$ cat src/design/scp_consts.vh
/*
 * Constants of the subchannel bit processor: register map, field layout,
 * reset values and frame timing.
 * Assumes inclusion by bare name from the design files.
 */
`ifndef SCP_CONSTS_VH
`define SCP_CONSTS_VH

// Register byte addresses on the AXI4-Lite slave
`define SCP_ADDR_TX_CFG 8'h00
`define SCP_ADDR_RX_CFG 8'h04
`define SCP_ADDR_MSK_IDX 8'h08
`define SCP_ADDR_MSK_VAL 8'h0C
`define SCP_ADDR_STATUS 8'h10
`define SCP_ADDR_TX_DATA 8'h14
`define SCP_ADDR_RX_DATA 8'h18
`define SCP_ADDR_CTRL 8'h1C

// Bitfield config layout: count [2:0], start [5:3], transparent select [6]
`define SCP_CNT_LSB 0
`define SCP_CNT_MSB 2
`define SCP_START_LSB 3
`define SCP_START_MSB 5
`define SCP_TRP_BIT 6
`define SCP_CFG_W 7
`define SCP_CFG_RST 7'h00

// Mask index layout: channel [2:0], direction [3] (0 = transmit)
`define SCP_IDX_W 4
`define SCP_IDX_DIR_BIT 3
`define SCP_MASK_RST 8'h00

// Control: bit 0 enables frame processing
`define SCP_CTRL_EN_BIT 0

// Frame period of 125 us at a 5 ns clock
`define SCP_FRAME_NS 125000
`define SCP_CLK_NS 5

// AXI responses
`define SCP_RESP_OKAY 2'b00
`define SCP_RESP_SLVERR 2'b10

`endif

$ cat src/design/scp_fifo.v
/*
 * Synchronous FIFO with valid/ready on both sides, width and depth set
 * by parameters; depth must be a power of two.
 * Assumes one clock and a synchronous active-high reset.
 */
`timescale 1ns/1ps
`default_nettype none

module scp_fifo #(
	parameter WIDTH = 8,
	parameter DEPTH = 8,
	parameter AW = 3
) (
	input wire mclk_i, // Clock
	input wire rst_i, // Sync reset
	input wire [WIDTH-1:0] in_data_i, // Write data
	input wire in_valid_i, // Write offered
	output wire in_ready_o, // Not full
	output wire [WIDTH-1:0] out_data_o, // Head word
	output wire out_valid_o, // Not empty
	input wire out_ready_i, // Pop
	output wire [AW:0] level_o // Fill level
);
	reg [WIDTH-1:0] mem_q [0:DEPTH-1];
	reg [AW:0] wr_q;
	reg [AW:0] rd_q;
	wire full;
	wire empty;
	wire push;
	wire pop;

	// Extra pointer bit tells full from empty
	assign full = (wr_q[AW] != rd_q[AW]) && (wr_q[AW-1:0] == rd_q[AW-1:0]);
	assign empty = (wr_q == rd_q);
	assign push = in_valid_i && !full;
	assign pop = out_ready_i && !empty;
	assign in_ready_o = !full;
	assign out_valid_o = !empty;
	assign out_data_o = mem_q[rd_q[AW-1:0]];
	assign level_o = wr_q - rd_q;

	// Storage write, no reset needed on data
	always @(posedge mclk_i) begin
		if (push) begin
			mem_q[wr_q[AW-1:0]] <= in_data_i;
		end
	end

	// Pointers
	always @(posedge mclk_i) begin
		if (rst_i) begin
			wr_q <= {(AW+1){1'b0}};
			rd_q <= {(AW+1){1'b0}};
		end else begin
			if (push) begin
				wr_q <= wr_q + 1'b1;
			end
			if (pop) begin
				rd_q <= rd_q + 1'b1;
			end
		end
	end
endmodule

`default_nettype wire

$ cat src/design/scp_subchannel.v
/*
 * Subchannel bit processor for one transmit FIFO and eight channel masks.
 * Transmit: FIFO bits inserted into the channel mask byte each frame.
 * Receive: channel byte shifted down, field handed to the controller.
 * Assumes an AXI4-Lite master, a 200 MHz clock and a line side that
 * takes tx_byte_o on each frame strobe and offers rx_byte_i with it.
 */
// The register offsets and the AXI4-Lite slave port are this design's own decisions.
`timescale 1ns/1ps
`default_nettype none
`include "scp_consts.vh"

//////////////////////////////////////////////////////////////////////////////
module scp_subchannel #(
	parameter FRAME_CYC = `SCP_FRAME_NS / `SCP_CLK_NS,
	parameter FIFO_DEPTH = 8,
	parameter FIFO_AW = 3
) (
	input wire mclk_i, // Clock 200 MHz
	input wire rst_i, // Sync reset, high
	input wire [7:0] s_axi_awaddr, // Write address
	input wire s_axi_awvalid, // Write address valid
	output reg s_axi_awready, // Write address ready
	input wire [31:0] s_axi_wdata, // Write data
	input wire [3:0] s_axi_wstrb, // Byte strobes
	input wire s_axi_wvalid, // Write data valid
	output reg s_axi_wready, // Write data ready
	output reg [1:0] s_axi_bresp, // Write response
	output reg s_axi_bvalid, // Write response valid
	input wire s_axi_bready, // Write response ready
	input wire [7:0] s_axi_araddr, // Read address
	input wire s_axi_arvalid, // Read address valid
	output reg s_axi_arready, // Read address ready
	output reg [31:0] s_axi_rdata, // Read data
	output reg [1:0] s_axi_rresp, // Read response
	output reg s_axi_rvalid, // Read data valid
	input wire s_axi_rready, // Read data ready
	input wire [2:0] tx_chan_i, // Channel whose mask is used
	input wire [7:0] rx_byte_i, // Received channel byte
	output reg [7:0] tx_byte_o, // Transmitted channel byte
	output reg frame_o, // Frame strobe, one cycle
	output reg [7:0] rx_field_o, // Aligned receive field
	output reg [3:0] rx_bits_o, // Valid bits in rx_field_o
	output reg rx_valid_o // Receive field strobe
);
	localparam ST_IDLE = 3'b001;
	localparam ST_LOAD = 3'b010;
	localparam ST_EMIT = 3'b100;

	reg [`SCP_CFG_W-1:0] tx_cfg_q;
	reg [`SCP_CFG_W-1:0] rx_cfg_q;
	reg [`SCP_IDX_W-1:0] idx_q;
	reg [7:0] mask_q [0:7];
	reg en_q;
	reg [31:0] frm_cnt_q;
	reg frame_tick;
	reg [2:0] st_q;
	reg [15:0] sh_q;
	reg [4:0] sh_n_q;
	reg underrun_q;
	reg [31:0] aw_q;
	reg aw_have_q;
	reg [31:0] wd_q;
	reg [3:0] ws_q;
	reg w_have_q;
	wire [7:0] ff_data;
	wire ff_valid;
	wire ff_in_ready;
	wire [FIFO_AW:0] ff_level;
	reg ff_pop;
	reg ff_push;
	reg [7:0] ff_push_data;
	reg [7:0] tx_field;
	reg [3:0] tx_need;
	reg [7:0] fill;
	reg [7:0] rx_sh;
	reg [3:0] lvl_ext;

	// Count of bits per frame; zero means a whole byte
	function [3:0] bit_count;
		input [`SCP_CFG_W-1:0] cfg;
		begin
			if (cfg[`SCP_CNT_MSB:`SCP_CNT_LSB] == 3'h0) begin
				bit_count = 4'h8;
			end else begin
				bit_count = {1'b0, cfg[`SCP_CNT_MSB:`SCP_CNT_LSB]};
			end
		end
	endfunction

	// Low-bit mask of n bits
	function [7:0] low_mask;
		input [3:0] n;
		begin
			low_mask = ~(8'hFF << n);
		end
	endfunction

	//////////////////////////////////////////////////////////////////////////
	// Transmit data buffer, filled by software, drained by frames
	scp_fifo #(.WIDTH(8), .DEPTH(FIFO_DEPTH), .AW(FIFO_AW)) u_fifo (
		.mclk_i(mclk_i),
		.rst_i(rst_i),
		.in_data_i(ff_push_data),
		.in_valid_i(ff_push),
		.in_ready_o(ff_in_ready),
		.out_data_o(ff_data),
		.out_valid_o(ff_valid),
		.out_ready_i(ff_pop),
		.level_o(ff_level)
	);

	//////////////////////////////////////////////////////////////////////////
	// Frame divider: one enable pulse every 125 us
	always @(posedge mclk_i) begin
		if (rst_i || !en_q) begin
			frm_cnt_q <= 32'h0;
			frame_tick <= 1'b0;
		end else if (frm_cnt_q == FRAME_CYC - 1) begin
			frm_cnt_q <= 32'h0;
			frame_tick <= 1'b1;
		end else begin
			frm_cnt_q <= frm_cnt_q + 32'h1;
			frame_tick <= 1'b0;
		end
	end

	//////////////////////////////////////////////////////////////////////////
	// Transmit byte build: tx settings only, independent of rx
	always @* begin
		tx_need = tx_cfg_q[`SCP_TRP_BIT] ? 4'h8 : bit_count(tx_cfg_q);
		// Transparent takes the low count bits of one byte; HDLC takes
		// the next count bits of the bit stream
		tx_field = sh_q[7:0] & low_mask(bit_count(tx_cfg_q));
		fill = low_mask(bit_count(tx_cfg_q)) << tx_cfg_q[`SCP_START_MSB:`SCP_START_LSB];
	end

	// Sequencer: load FIFO bits into the shifter, then emit on the frame.
	// Holding bits across frames spreads a byte LSB first (HDLC).
	always @(posedge mclk_i) begin
		ff_pop <= 1'b0;
		if (rst_i) begin
			st_q <= ST_IDLE;
			sh_q <= 16'h0;
			sh_n_q <= 5'h0;
			underrun_q <= 1'b0;
			tx_byte_o <= `SCP_MASK_RST;
			frame_o <= 1'b0;
		end else begin
			frame_o <= 1'b0;
			case (st_q)
				ST_IDLE: begin
					if (frame_tick) begin
						st_q <= ST_LOAD;
					end
				end
				ST_LOAD: begin
					// Top up until enough bits; one byte per pass
					if (sh_n_q < {1'b0, tx_need} && ff_valid && !ff_pop) begin
						sh_q <= sh_q | ({8'h00, ff_data} << sh_n_q[3:0]);
						sh_n_q <= sh_n_q + 5'h8;
						ff_pop <= 1'b1;
					end else if (!ff_pop) begin
						st_q <= ST_EMIT;
					end
				end
				ST_EMIT: begin
					// Mask bits outside the field pass unchanged
					tx_byte_o <= (mask_q[tx_chan_i] & ~fill) |
						((tx_field << tx_cfg_q[`SCP_START_MSB:`SCP_START_LSB]) & fill);
					frame_o <= 1'b1;
					if (sh_n_q < {1'b0, tx_need}) begin
						underrun_q <= 1'b1;
						sh_q <= 16'h0;
						sh_n_q <= 5'h0;
					end else if (tx_cfg_q[`SCP_TRP_BIT]) begin
						// Transparent drops the unused upper FIFO bits
						sh_q <= sh_q >> 8;
						sh_n_q <= sh_n_q - 5'h8;
					end else begin
						sh_q <= sh_q >> tx_need;
						sh_n_q <= sh_n_q - {1'b0, tx_need};
					end
					st_q <= ST_IDLE;
				end
				default: begin
					st_q <= ST_IDLE;
				end
			endcase
		end
	end

	//////////////////////////////////////////////////////////////////////////
	// Receive: shift down by start; HDLC keeps only the field
	always @* begin
		rx_sh = rx_byte_i >> rx_cfg_q[`SCP_START_MSB:`SCP_START_LSB];
	end

	// Fill level widened to the status nibble; avoids a zero-width pad
	always @* begin
		lvl_ext = 4'h0;
		lvl_ext[FIFO_AW:0] = ff_level;
	end

	always @(posedge mclk_i) begin
		if (rst_i) begin
			rx_field_o <= 8'h00;
			rx_bits_o <= 4'h0;
			rx_valid_o <= 1'b0;
		end else begin
			rx_valid_o <= frame_tick;
			if (frame_tick) begin
				if (rx_cfg_q[`SCP_TRP_BIT]) begin
					rx_field_o <= rx_sh;
					rx_bits_o <= 4'h8;
				end else begin
					rx_field_o <= rx_sh & low_mask(bit_count(rx_cfg_q));
					rx_bits_o <= bit_count(rx_cfg_q);
				end
			end
		end
	end

	//////////////////////////////////////////////////////////////////////////
	// AXI4-Lite write: address and data in either order, then response
	always @* begin
		ff_push = 1'b0;
		ff_push_data = wd_q[7:0];
		if (aw_have_q && w_have_q && !s_axi_bvalid &&
			aw_q[7:0] == `SCP_ADDR_TX_DATA && ws_q[0]) begin
			ff_push = 1'b1;
		end
	end

	always @(posedge mclk_i) begin
		if (rst_i) begin
			s_axi_awready <= 1'b0;
			s_axi_wready <= 1'b0;
			s_axi_bvalid <= 1'b0;
			s_axi_bresp <= `SCP_RESP_OKAY;
			aw_have_q <= 1'b0;
			w_have_q <= 1'b0;
			aw_q <= 32'h0;
			wd_q <= 32'h0;
			ws_q <= 4'h0;
			tx_cfg_q <= `SCP_CFG_RST;
			rx_cfg_q <= `SCP_CFG_RST;
			idx_q <= {`SCP_IDX_W{1'b0}};
			en_q <= 1'b0;
		end else begin
			s_axi_awready <= !aw_have_q && !s_axi_awready && s_axi_awvalid;
			s_axi_wready <= !w_have_q && !s_axi_wready && s_axi_wvalid;
			if (s_axi_awvalid && s_axi_awready) begin
				aw_q <= {24'h0, s_axi_awaddr};
				aw_have_q <= 1'b1;
			end
			if (s_axi_wvalid && s_axi_wready) begin
				wd_q <= s_axi_wdata;
				ws_q <= s_axi_wstrb;
				w_have_q <= 1'b1;
			end
			if (s_axi_bvalid && s_axi_bready) begin
				s_axi_bvalid <= 1'b0;
			end
			// Both halves held: commit once; a full buffer stalls the response
			if (aw_have_q && w_have_q && !s_axi_bvalid &&
				(aw_q[7:0] != `SCP_ADDR_TX_DATA || ff_in_ready || !ws_q[0])) begin
				aw_have_q <= 1'b0;
				w_have_q <= 1'b0;
				s_axi_bvalid <= 1'b1;
				s_axi_bresp <= `SCP_RESP_OKAY;
				case (aw_q[7:0])
					`SCP_ADDR_TX_CFG: begin
						if (ws_q[0]) tx_cfg_q <= wd_q[`SCP_CFG_W-1:0];
					end
					`SCP_ADDR_RX_CFG: begin
						if (ws_q[0]) rx_cfg_q <= wd_q[`SCP_CFG_W-1:0];
					end
					`SCP_ADDR_MSK_IDX: begin
						if (ws_q[0]) idx_q <= wd_q[`SCP_IDX_W-1:0];
					end
					`SCP_ADDR_MSK_VAL, `SCP_ADDR_TX_DATA: begin
					end
					`SCP_ADDR_CTRL: begin
						if (ws_q[0]) en_q <= wd_q[`SCP_CTRL_EN_BIT];
					end
					default: begin
						s_axi_bresp <= `SCP_RESP_SLVERR;
					end
				endcase
			end
		end
	end

	// Mask array: written at the index chosen beforehand; tx masks only
	always @(posedge mclk_i) begin
		if (rst_i) begin
			mask_q[0] <= `SCP_MASK_RST;
			mask_q[1] <= `SCP_MASK_RST;
			mask_q[2] <= `SCP_MASK_RST;
			mask_q[3] <= `SCP_MASK_RST;
			mask_q[4] <= `SCP_MASK_RST;
			mask_q[5] <= `SCP_MASK_RST;
			mask_q[6] <= `SCP_MASK_RST;
			mask_q[7] <= `SCP_MASK_RST;
		end else if (aw_have_q && w_have_q && !s_axi_bvalid && ws_q[0] &&
			aw_q[7:0] == `SCP_ADDR_MSK_VAL && !idx_q[`SCP_IDX_DIR_BIT]) begin
			mask_q[idx_q[2:0]] <= wd_q[7:0];
		end
	end

	//////////////////////////////////////////////////////////////////////////
	// AXI4-Lite read: one cycle accept, data next cycle
	always @(posedge mclk_i) begin
		if (rst_i) begin
			s_axi_arready <= 1'b0;
			s_axi_rvalid <= 1'b0;
			s_axi_rdata <= 32'h0;
			s_axi_rresp <= `SCP_RESP_OKAY;
		end else begin
			s_axi_arready <= !s_axi_rvalid && !s_axi_arready && s_axi_arvalid;
			if (s_axi_rvalid && s_axi_rready) begin
				s_axi_rvalid <= 1'b0;
			end
			if (s_axi_arvalid && s_axi_arready) begin
				s_axi_rvalid <= 1'b1;
				s_axi_rresp <= `SCP_RESP_OKAY;
				case (s_axi_araddr)
					`SCP_ADDR_TX_CFG: s_axi_rdata <= {25'h0, tx_cfg_q};
					`SCP_ADDR_RX_CFG: s_axi_rdata <= {25'h0, rx_cfg_q};
					`SCP_ADDR_MSK_IDX: s_axi_rdata <= {28'h0, idx_q};
					`SCP_ADDR_MSK_VAL: s_axi_rdata <= {24'h0, mask_q[idx_q[2:0]]};
					`SCP_ADDR_STATUS: s_axi_rdata <= {16'h0, 3'h0, sh_n_q,
						3'h0, underrun_q, lvl_ext};
					`SCP_ADDR_RX_DATA: s_axi_rdata <= {20'h0, rx_bits_o, rx_field_o};
					`SCP_ADDR_CTRL: s_axi_rdata <= {31'h0, en_q};
					default: begin
						s_axi_rdata <= 32'h0;
						s_axi_rresp <= `SCP_RESP_SLVERR;
					end
				endcase
			end
		end
	end
endmodule

`default_nettype wire

$ cat config.mk
export PLATFORM = sky130hd
export DESIGN_NAME = scp_subchannel
export DESIGN_NICKNAME = d
export VERILOG_FILES = /design/src/design/scp_fifo.v /design/src/design/scp_subchannel.v
export VERILOG_INCLUDE_DIRS = /design/src /design/src/design
export SDC_FILE = /design/constraint.sdc
export NUM_CORES = 1
export LEC_CHECK = 0
export BUFFER_PORTS_ARGS = -buffer_cell sky130_fd_sc_hd__buf_2
export CAP_MARGIN = 40
export CORE_MARGIN = 4
export CORE_UTILIZATION = 25
export CTS_CLUSTER_SIZE = 20
export DETAILED_ROUTE_END_ITERATION = 10
export SLEW_MARGIN = 0
export SYNTH_ARGS = -nofsm -noshare
export SYNTH_HDL_FRONTEND = slang
export SYNTH_SLANG_ARGS = --single-unit
$ cat constraint.sdc
create_clock -name mclk_i -period 3.2 [get_ports mclk_i]
set_clock_uncertainty 0.2 [all_clocks]
set_input_delay 0 -clock mclk_i [delete_from_list [all_inputs] [get_ports mclk_i]]
set_output_delay 0 -clock mclk_i [all_outputs]
set_load 0.005 [all_outputs]
* Word-level counts from Yosys, hierarchy flattened *
Memories as Yosys holds them, arrays and structs flattened. A register that Yosys moved wholly into a read port is not among the register bits.
Cells that the tools add are included.

cells by class
  bitwise gates (word level) = 10
  mux-type cells = 45
  add/subtract/negate cells = 7
  eq/ne operators = 23
  magnitude comparators = 1
  shift operators = 7
  reductions and logical operators = 60

operators with widths
  cell                                                                count
  13-bit one-hot mux with 7 select lines                              1
  16-bit two-way mux                                                  3
  8-bit by 5-bit == test with 1-bit output (second input constant)    5
  32-bit by 1-bit adder with 32-bit output (second input constant)    1
  8-bit AND                                                           4
  32-bit by 15-bit == test with 1-bit output (second input constant)  1
  8-bit by 4-bit == test with 1-bit output (second input constant)    4
  16-bit one-hot mux with 2 select lines                              1
  4-bit two-way mux                                                   7
  1-bit logical AND                                                   24
  3-bit two-way mux                                                   8
  8-bit NOT                                                           3
  8-bit by 3-bit == test with 1-bit output (second input constant)    2
  8-bit logical NOT                                                   2
  1-bit two-way mux                                                   16
  8-bit two-way mux                                                   2
  16-bit bitwise OR                                                   1
  8-bit by 3-bit left shift with 8-bit output                         2
  8-bit by 4-bit left shift with 16-bit output                        1
  8-bit by 4-bit left shift with 8-bit output (first input constant)  2
  16-bit by 4-bit >> shifter with 16-bit output                       1
  5-bit two-way mux                                                   3
  3-bit AND reduction                                                 5
  1-bit logical NOT                                                   13
  other kinds (28)                                                    41

storage, ports and cells
  logic and storage cells = 186
  memories kept = 2
  register bits = 168
  memory bits (writable) = 128
  output and inout bits = 63

memories
  memory        depth  width  read ports  clocked after memory_dff  wr ports  line                 RTL
  mask_q        8      8      2           1                         8         scp_subchannel.v:53  reg [7:0] mask_q [0:7];
  u_fifo.mem_q  8      8      1           1                         1         scp_fifo.v:24        reg [WIDTH-1:0] mem_q [0:DEPTH-1];

* Longest topological paths before layout *
  depth after elaboration = 10
  depth in mapped cells = 13
  gate-level depth less buffers = 10

* Cells and area by module *
A second synthesis with hierarchy kept.

second synthesis, totals
  cells, all modules = 1461
  area total of the unflattened synthesis = 14996.9 um^2

modules (own cells, without submodules)
  module          area each (um^2)  instances  seq. area each (um^2)  cells an instance
  scp_subchannel  11912.7           1          4764.6                 1294
  scp_fifo        3084.2            1          2142.1                 167

* Worst setup path after synthesis *
No wires, ideal clock.

  path kind = flip-flop to flip-flop
  from = register tx_cfg_q[1]
  to = register sh_q[12]
  path slack = 0.082 ns
  data required time = 2.875 ns
  data arrival time = 2.793 ns
  cell stages (with the launch flop) = 13
  path buffers = 3
  clock period less this slack = 3.118 ns
  path through = dfxtp_1 clkbuf_1 or3_1 nand2b_1 inv_2 clkbuf_1 ha_1 o21a_1 o31a_1 o21ai_0 clkbuf_1 nor3_1 o41a_1

between the ends
  longest elaborated chain between the ends = 8
  elaborated cells on any way between the ends = 12
  classes of those cells = order compare (1); eq/ne (1); shift (1); mux (5); reduce/logical (4)

RTL lines
  element                                        line                                        RTL
  start: declaration                             scp_subchannel.v:50                         reg [`SCP_CFG_W-1:0] tx_cfg_q;
  start signal: assignment                       scp_subchannel.v:246                        tx_cfg_q <= `SCP_CFG_RST;
  start signal: assignment                       scp_subchannel.v:274                        if (ws_q[0]) tx_cfg_q <= wd_q[`SCP_CFG_W-1:0];
  3-bit logical NOT                              scp_subchannel.v:83                         if (cfg[`SCP_CNT_MSB:`SCP_CNT_LSB] == 3'h0) begin
  4-bit two-way mux (*)                          scp_subchannel.v:83
  4-bit two-way mux (*)                          scp_subchannel.v:131                        tx_need = tx_cfg_q[`SCP_TRP_BIT] ? 4'h8 : bit_count(tx_cfg_q);
  5-bit by 4-bit < comparator with 1-bit output  scp_subchannel.v:159, scp_subchannel.v:172
  1-bit logical AND (2 in a row)                 scp_subchannel.v:159                        if (sh_n_q < {1'b0, tx_need} && ff_valid && !ff_pop) begin
  2-bit inequality test (no source line)         n/a
  2-bit AND reduction (no source line)           n/a
  end signal: assignment                         scp_subchannel.v:160                        sh_q <= sh_q | ({8'h00, ff_data} << sh_n_q[3:0]);
  end signal: assignment                         scp_subchannel.v:178                        sh_q <= sh_q >> 8;
  end signal: assignment                         scp_subchannel.v:181                        sh_q <= sh_q >> tx_need;
  end: declaration                               scp_subchannel.v:58                         reg [15:0] sh_q;

Every way passes the cells marked *; elsewhere a longest branch is shown, timed or not.
A chain may end at the register's enable or synchronous reset.

* Worst setup path in the final report *
  from = register tx_cfg_q[1]
  to = register sh_q[7]

The elaborated chain is that of the path after synthesis.

==> impl_metrics.tcl <==
set metrics [dict create \
    intPower_mw 6.082 \
    outcome "completed" \
    powerDensity_nw_per_um2 434.9 \
    grt_start_max_net_pins 61 \
    htreeDepth 1 \
    stdcell_area_um2 17970 \
    areaGrowthSynthToFinish_pct 22.84 \
    hold_violations 0 \
    start_kind "flop" \
    synth-seq-area-share 0.4721 \
    m1WireLength_um 19140 \
    worst_pin_slew_ns 0.8598 \
    hold_buffers 85 \
    p_sw_mw 1.734 \
    maxCapViolations 0 \
    die_h_um 249.9 \
    nets 1690 \
    final.setup.tns_ns 0 \
    io_pins 133 \
    place_area_um2 16070 \
    port_buffers 84 \
    syn-instance-count 1438 \
    hold_path.class "input pin to flop" \
    cts_resized 0 \
    grt_pass1_vias 11700 \
    cp.depth 10 \
    grt_pass1_wl_um 68160 \
    cp_max_fo 10 \
    min_period_ns 3.021 \
    post_cts_buffers 0 \
    power.total_mw 7.817 \
    synth_top_area_cell "edfxtp_1" \
    yosysWarnings 0 \
    worstPathArrival_ns 3.30 \
    grt_setup_unrepaired "false" \
    drv_slew 0 \
    wl_met2_um 19740 \
    p_seq_frac 0.488 \
    ff2ff_setup_slack_ns 0.18 \
    yosys-top-cells-count "nor2_1, dfxtp_1, edfxtp_1" \
    r2r_cells 10 \
    totalWireLength_um 44020 \
    clk_latency_ns 0.59 \
    highest_layer "met4" \
    dp_hpwl_um 31290 \
    ir_worst_vdd_v 0.0003360 \
    clkSinkCount 281 \
    via_count 12090 \
    yosys-top-cells-area "edfxtp_1, dfxtp_1, mux4_2" \
    syn_area_um2 14630 \
    yosysMostFrequentCell "nor2_1" \
    crit_required_ns 3.48 \
    crit_buf_inv 1 \
    synth_edf_count 128 \
    fp-row-count 88 \
    grt-ovfl-total 0 \
    cts_made_buffers 30 \
    p_clk_frac 0.468 \
    max_clock_freq_mhz 331.0 \
    r2r-start "tx_cfg_q[1]" \
    finalSetupViolCount 0 \
    antenna_found_initial 2 \
    gp_congestion 0.8920 \
    async_flop_share 0 \
    core_area_um2 57810 \
    crit_slowest_cell "or3_1" \
    power_frac_comb 0.044 \
    dr.pass1.iters 5 \
    wl_met3_um 3863 \
    start_util 0.2531 \
    cts_tree "done" \
    wl_per_cell_um 18.36 \
    ys_types 87 \
    min_to "rx_field_o[1]" \
    yosys_register_bits 281 \
    clkTransAtPathRegs_ns 0.07 \
    via_per_inst 5.041 \
    syn_area_per_cell_um2 10.17 \
    min-delay-start "rx_byte_i[1]" \
    drcViolationCount 0 \
    synth_top_area_frac 0.2627 \
    drt_iter0_drc 1019 \
    drive_above_1_share 0.1587 \
    synth_ff_type "dfxtp_1" \
    ant_nets 0 \
    cts_root_buffer "clkbuf_16" \
    maxSlewHeadroom 0.4260 \
    cts_buffer_depth 3 \
    max_stage_delay_ns 0.49 \
    swShare 0.2219 \
    r2r_end "sh_q[7]" \
    holdPathStages 6 \
    dieArea_um2 62460 \
    leakage_nw 6.262 \
    end_kind "flop" \
    critical_path_class "flop to flop" \
    die_w_um 249.9 \
    crit_top_cell "or3_1" \
    critPathTopFamily "simple AND/OR/NAND/NOR gates" \
    crit_chain "or3_1 -> nand2b_1 -> inv_2 -> ha_1 -> o21a_1 -> o31a_1 -> or3_1 -> nand2_1 -> nor2_1 -> o41ai_1" \
    track_usage 0.1347 \
    fin_crit_sh 0.9440 \
]
state kept, by name, indices dropped and copies added (netlist names), 3 cells and up, named ones only:
name          flops
sh_n_q            5
u_fifo.wr_q       4
rx_cfg_q          7
wd_q              8
idx_q             4
rx_field_o        8
tx_byte_o         8
u_fifo.rd_q       4
st_q              3
rx_bits_o         4
frm_cnt_q        32
sh_q             16
tx_cfg_q          7
aw_q              8
s_axi_rdata      13
u_fifo.mem_q     64
mask_q           64
placed cells by master (no fill, tap or decap), types with 12 or more instances in the layout:
cell           instances
nor2_1               172
dfxtp_1              153
edfxtp_1             128
nand2_1              114
dlygate4sd3_1         85
buf_2                 83
and2_1                72
a21oi_1               71
mux2i_1               69
nand3_1               58
buf_4                 54
mux4_2                48
o21ai_0               31
clkbuf_16             31
nor3_1                29
a22oi_1               27
xor2_1                21
conb_1                21
xnor2_1               20
nand2b_1              18
inv_1                 17
nor2b_1               15
nand4_1               15
nor4_1                14
a211oi_1              14
and3_1                12
a31oi_1               12
a22o_1                12
power groups by stage:
stage / registers, mW / clock network (mW) / logic, mW
2_1_floorplan: 3.88 / 0 / 0.176
3_3_place_gp: 3.90 / 0 / 0.248
3_5_place_dp: 3.89 / 0 / 0.269
4_1_cts: 3.82 / 3.73 / 0.335
5_1_grt: 3.82 / 3.90 / 0.366
6_report: 3.82 / 3.66 / 0.341
cell families after synthesis:
kind of cell             share of synthesized area
AND/OR/NAND/NOR                             0.1936
flip-flops                                  0.4721
AO/OA/AOI/OAI                               0.1275
buffers and inverters                      0.04019
multiplexers                                0.1298
XOR/XNOR                                   0.02454
adder cells (fa/ha/maj)                    0.01197
other                                    0.0002563
routing by layer:
| layer | up-vias | global-route usage |
|---|---|---|
| met2 | 496 | 0.2111 |
| met1 | 5879 | 0.1847 |
| met3 | 85 | 0.03262 |
| met4 | 0 | 0.04033 |
| met5 | - | 0 |
| li1 | 5628 | - |
per-stage QoR:
step	hold slack, ns	setup WS [ns]	utilization	std cells
after floorplan	-0.08385	0.08235	-	1458
after global placement	0.04981	0.2942	0.2767	2251
after detailed placement	0.05368	0.1789	0.2780	2256
after CTS	0.003997	0.1976	0.3109	2397
after global routing	0.03327	0.002613	0.3109	2398
final	0.04182	0.1792	0.3109	2398
worst max path at each step:
| stage | end | slack [ns] | startpoint |
|---|---|---|---|
| final | sh_q[7] | 0.18 | tx_cfg_q[1] |
| after global routing | sh_q[7] | 0.003 | tx_cfg_q[1] |
| after global placement | sh_q[7] | 0.29 | tx_cfg_q[1] |
| after CTS | sh_q[7] | 0.20 | tx_cfg_q[1] |
| after detailed placement | sh_q[7] | 0.18 | tx_cfg_q[1] |
| after floorplan | sh_q[12] | 0.08 | tx_cfg_q[1] |
cell type report:
class	instances	area [um^2]
fillers	5887	39830
inverters	21	78.83
diodes	1	2.502
repair buffers	228	1767
well taps	765	957.2
multi-input cells	1046	7211
clock buffers	44	864.6
flip-flops and latches	281	6907
clock inverters	12	185.2
worst register-to-register path: cells and delay by family, from the launching register on:
kind,cells,cell delay [ns]
adders and majority gates,1,0.30
DFF,1,0.34
buffers and inverters,1,0.05
and+or+nand+nor,5,1.45
AOI/OAI and AO/OA,3,0.58
No activity file was read; power rests on OpenSTA's default activity.
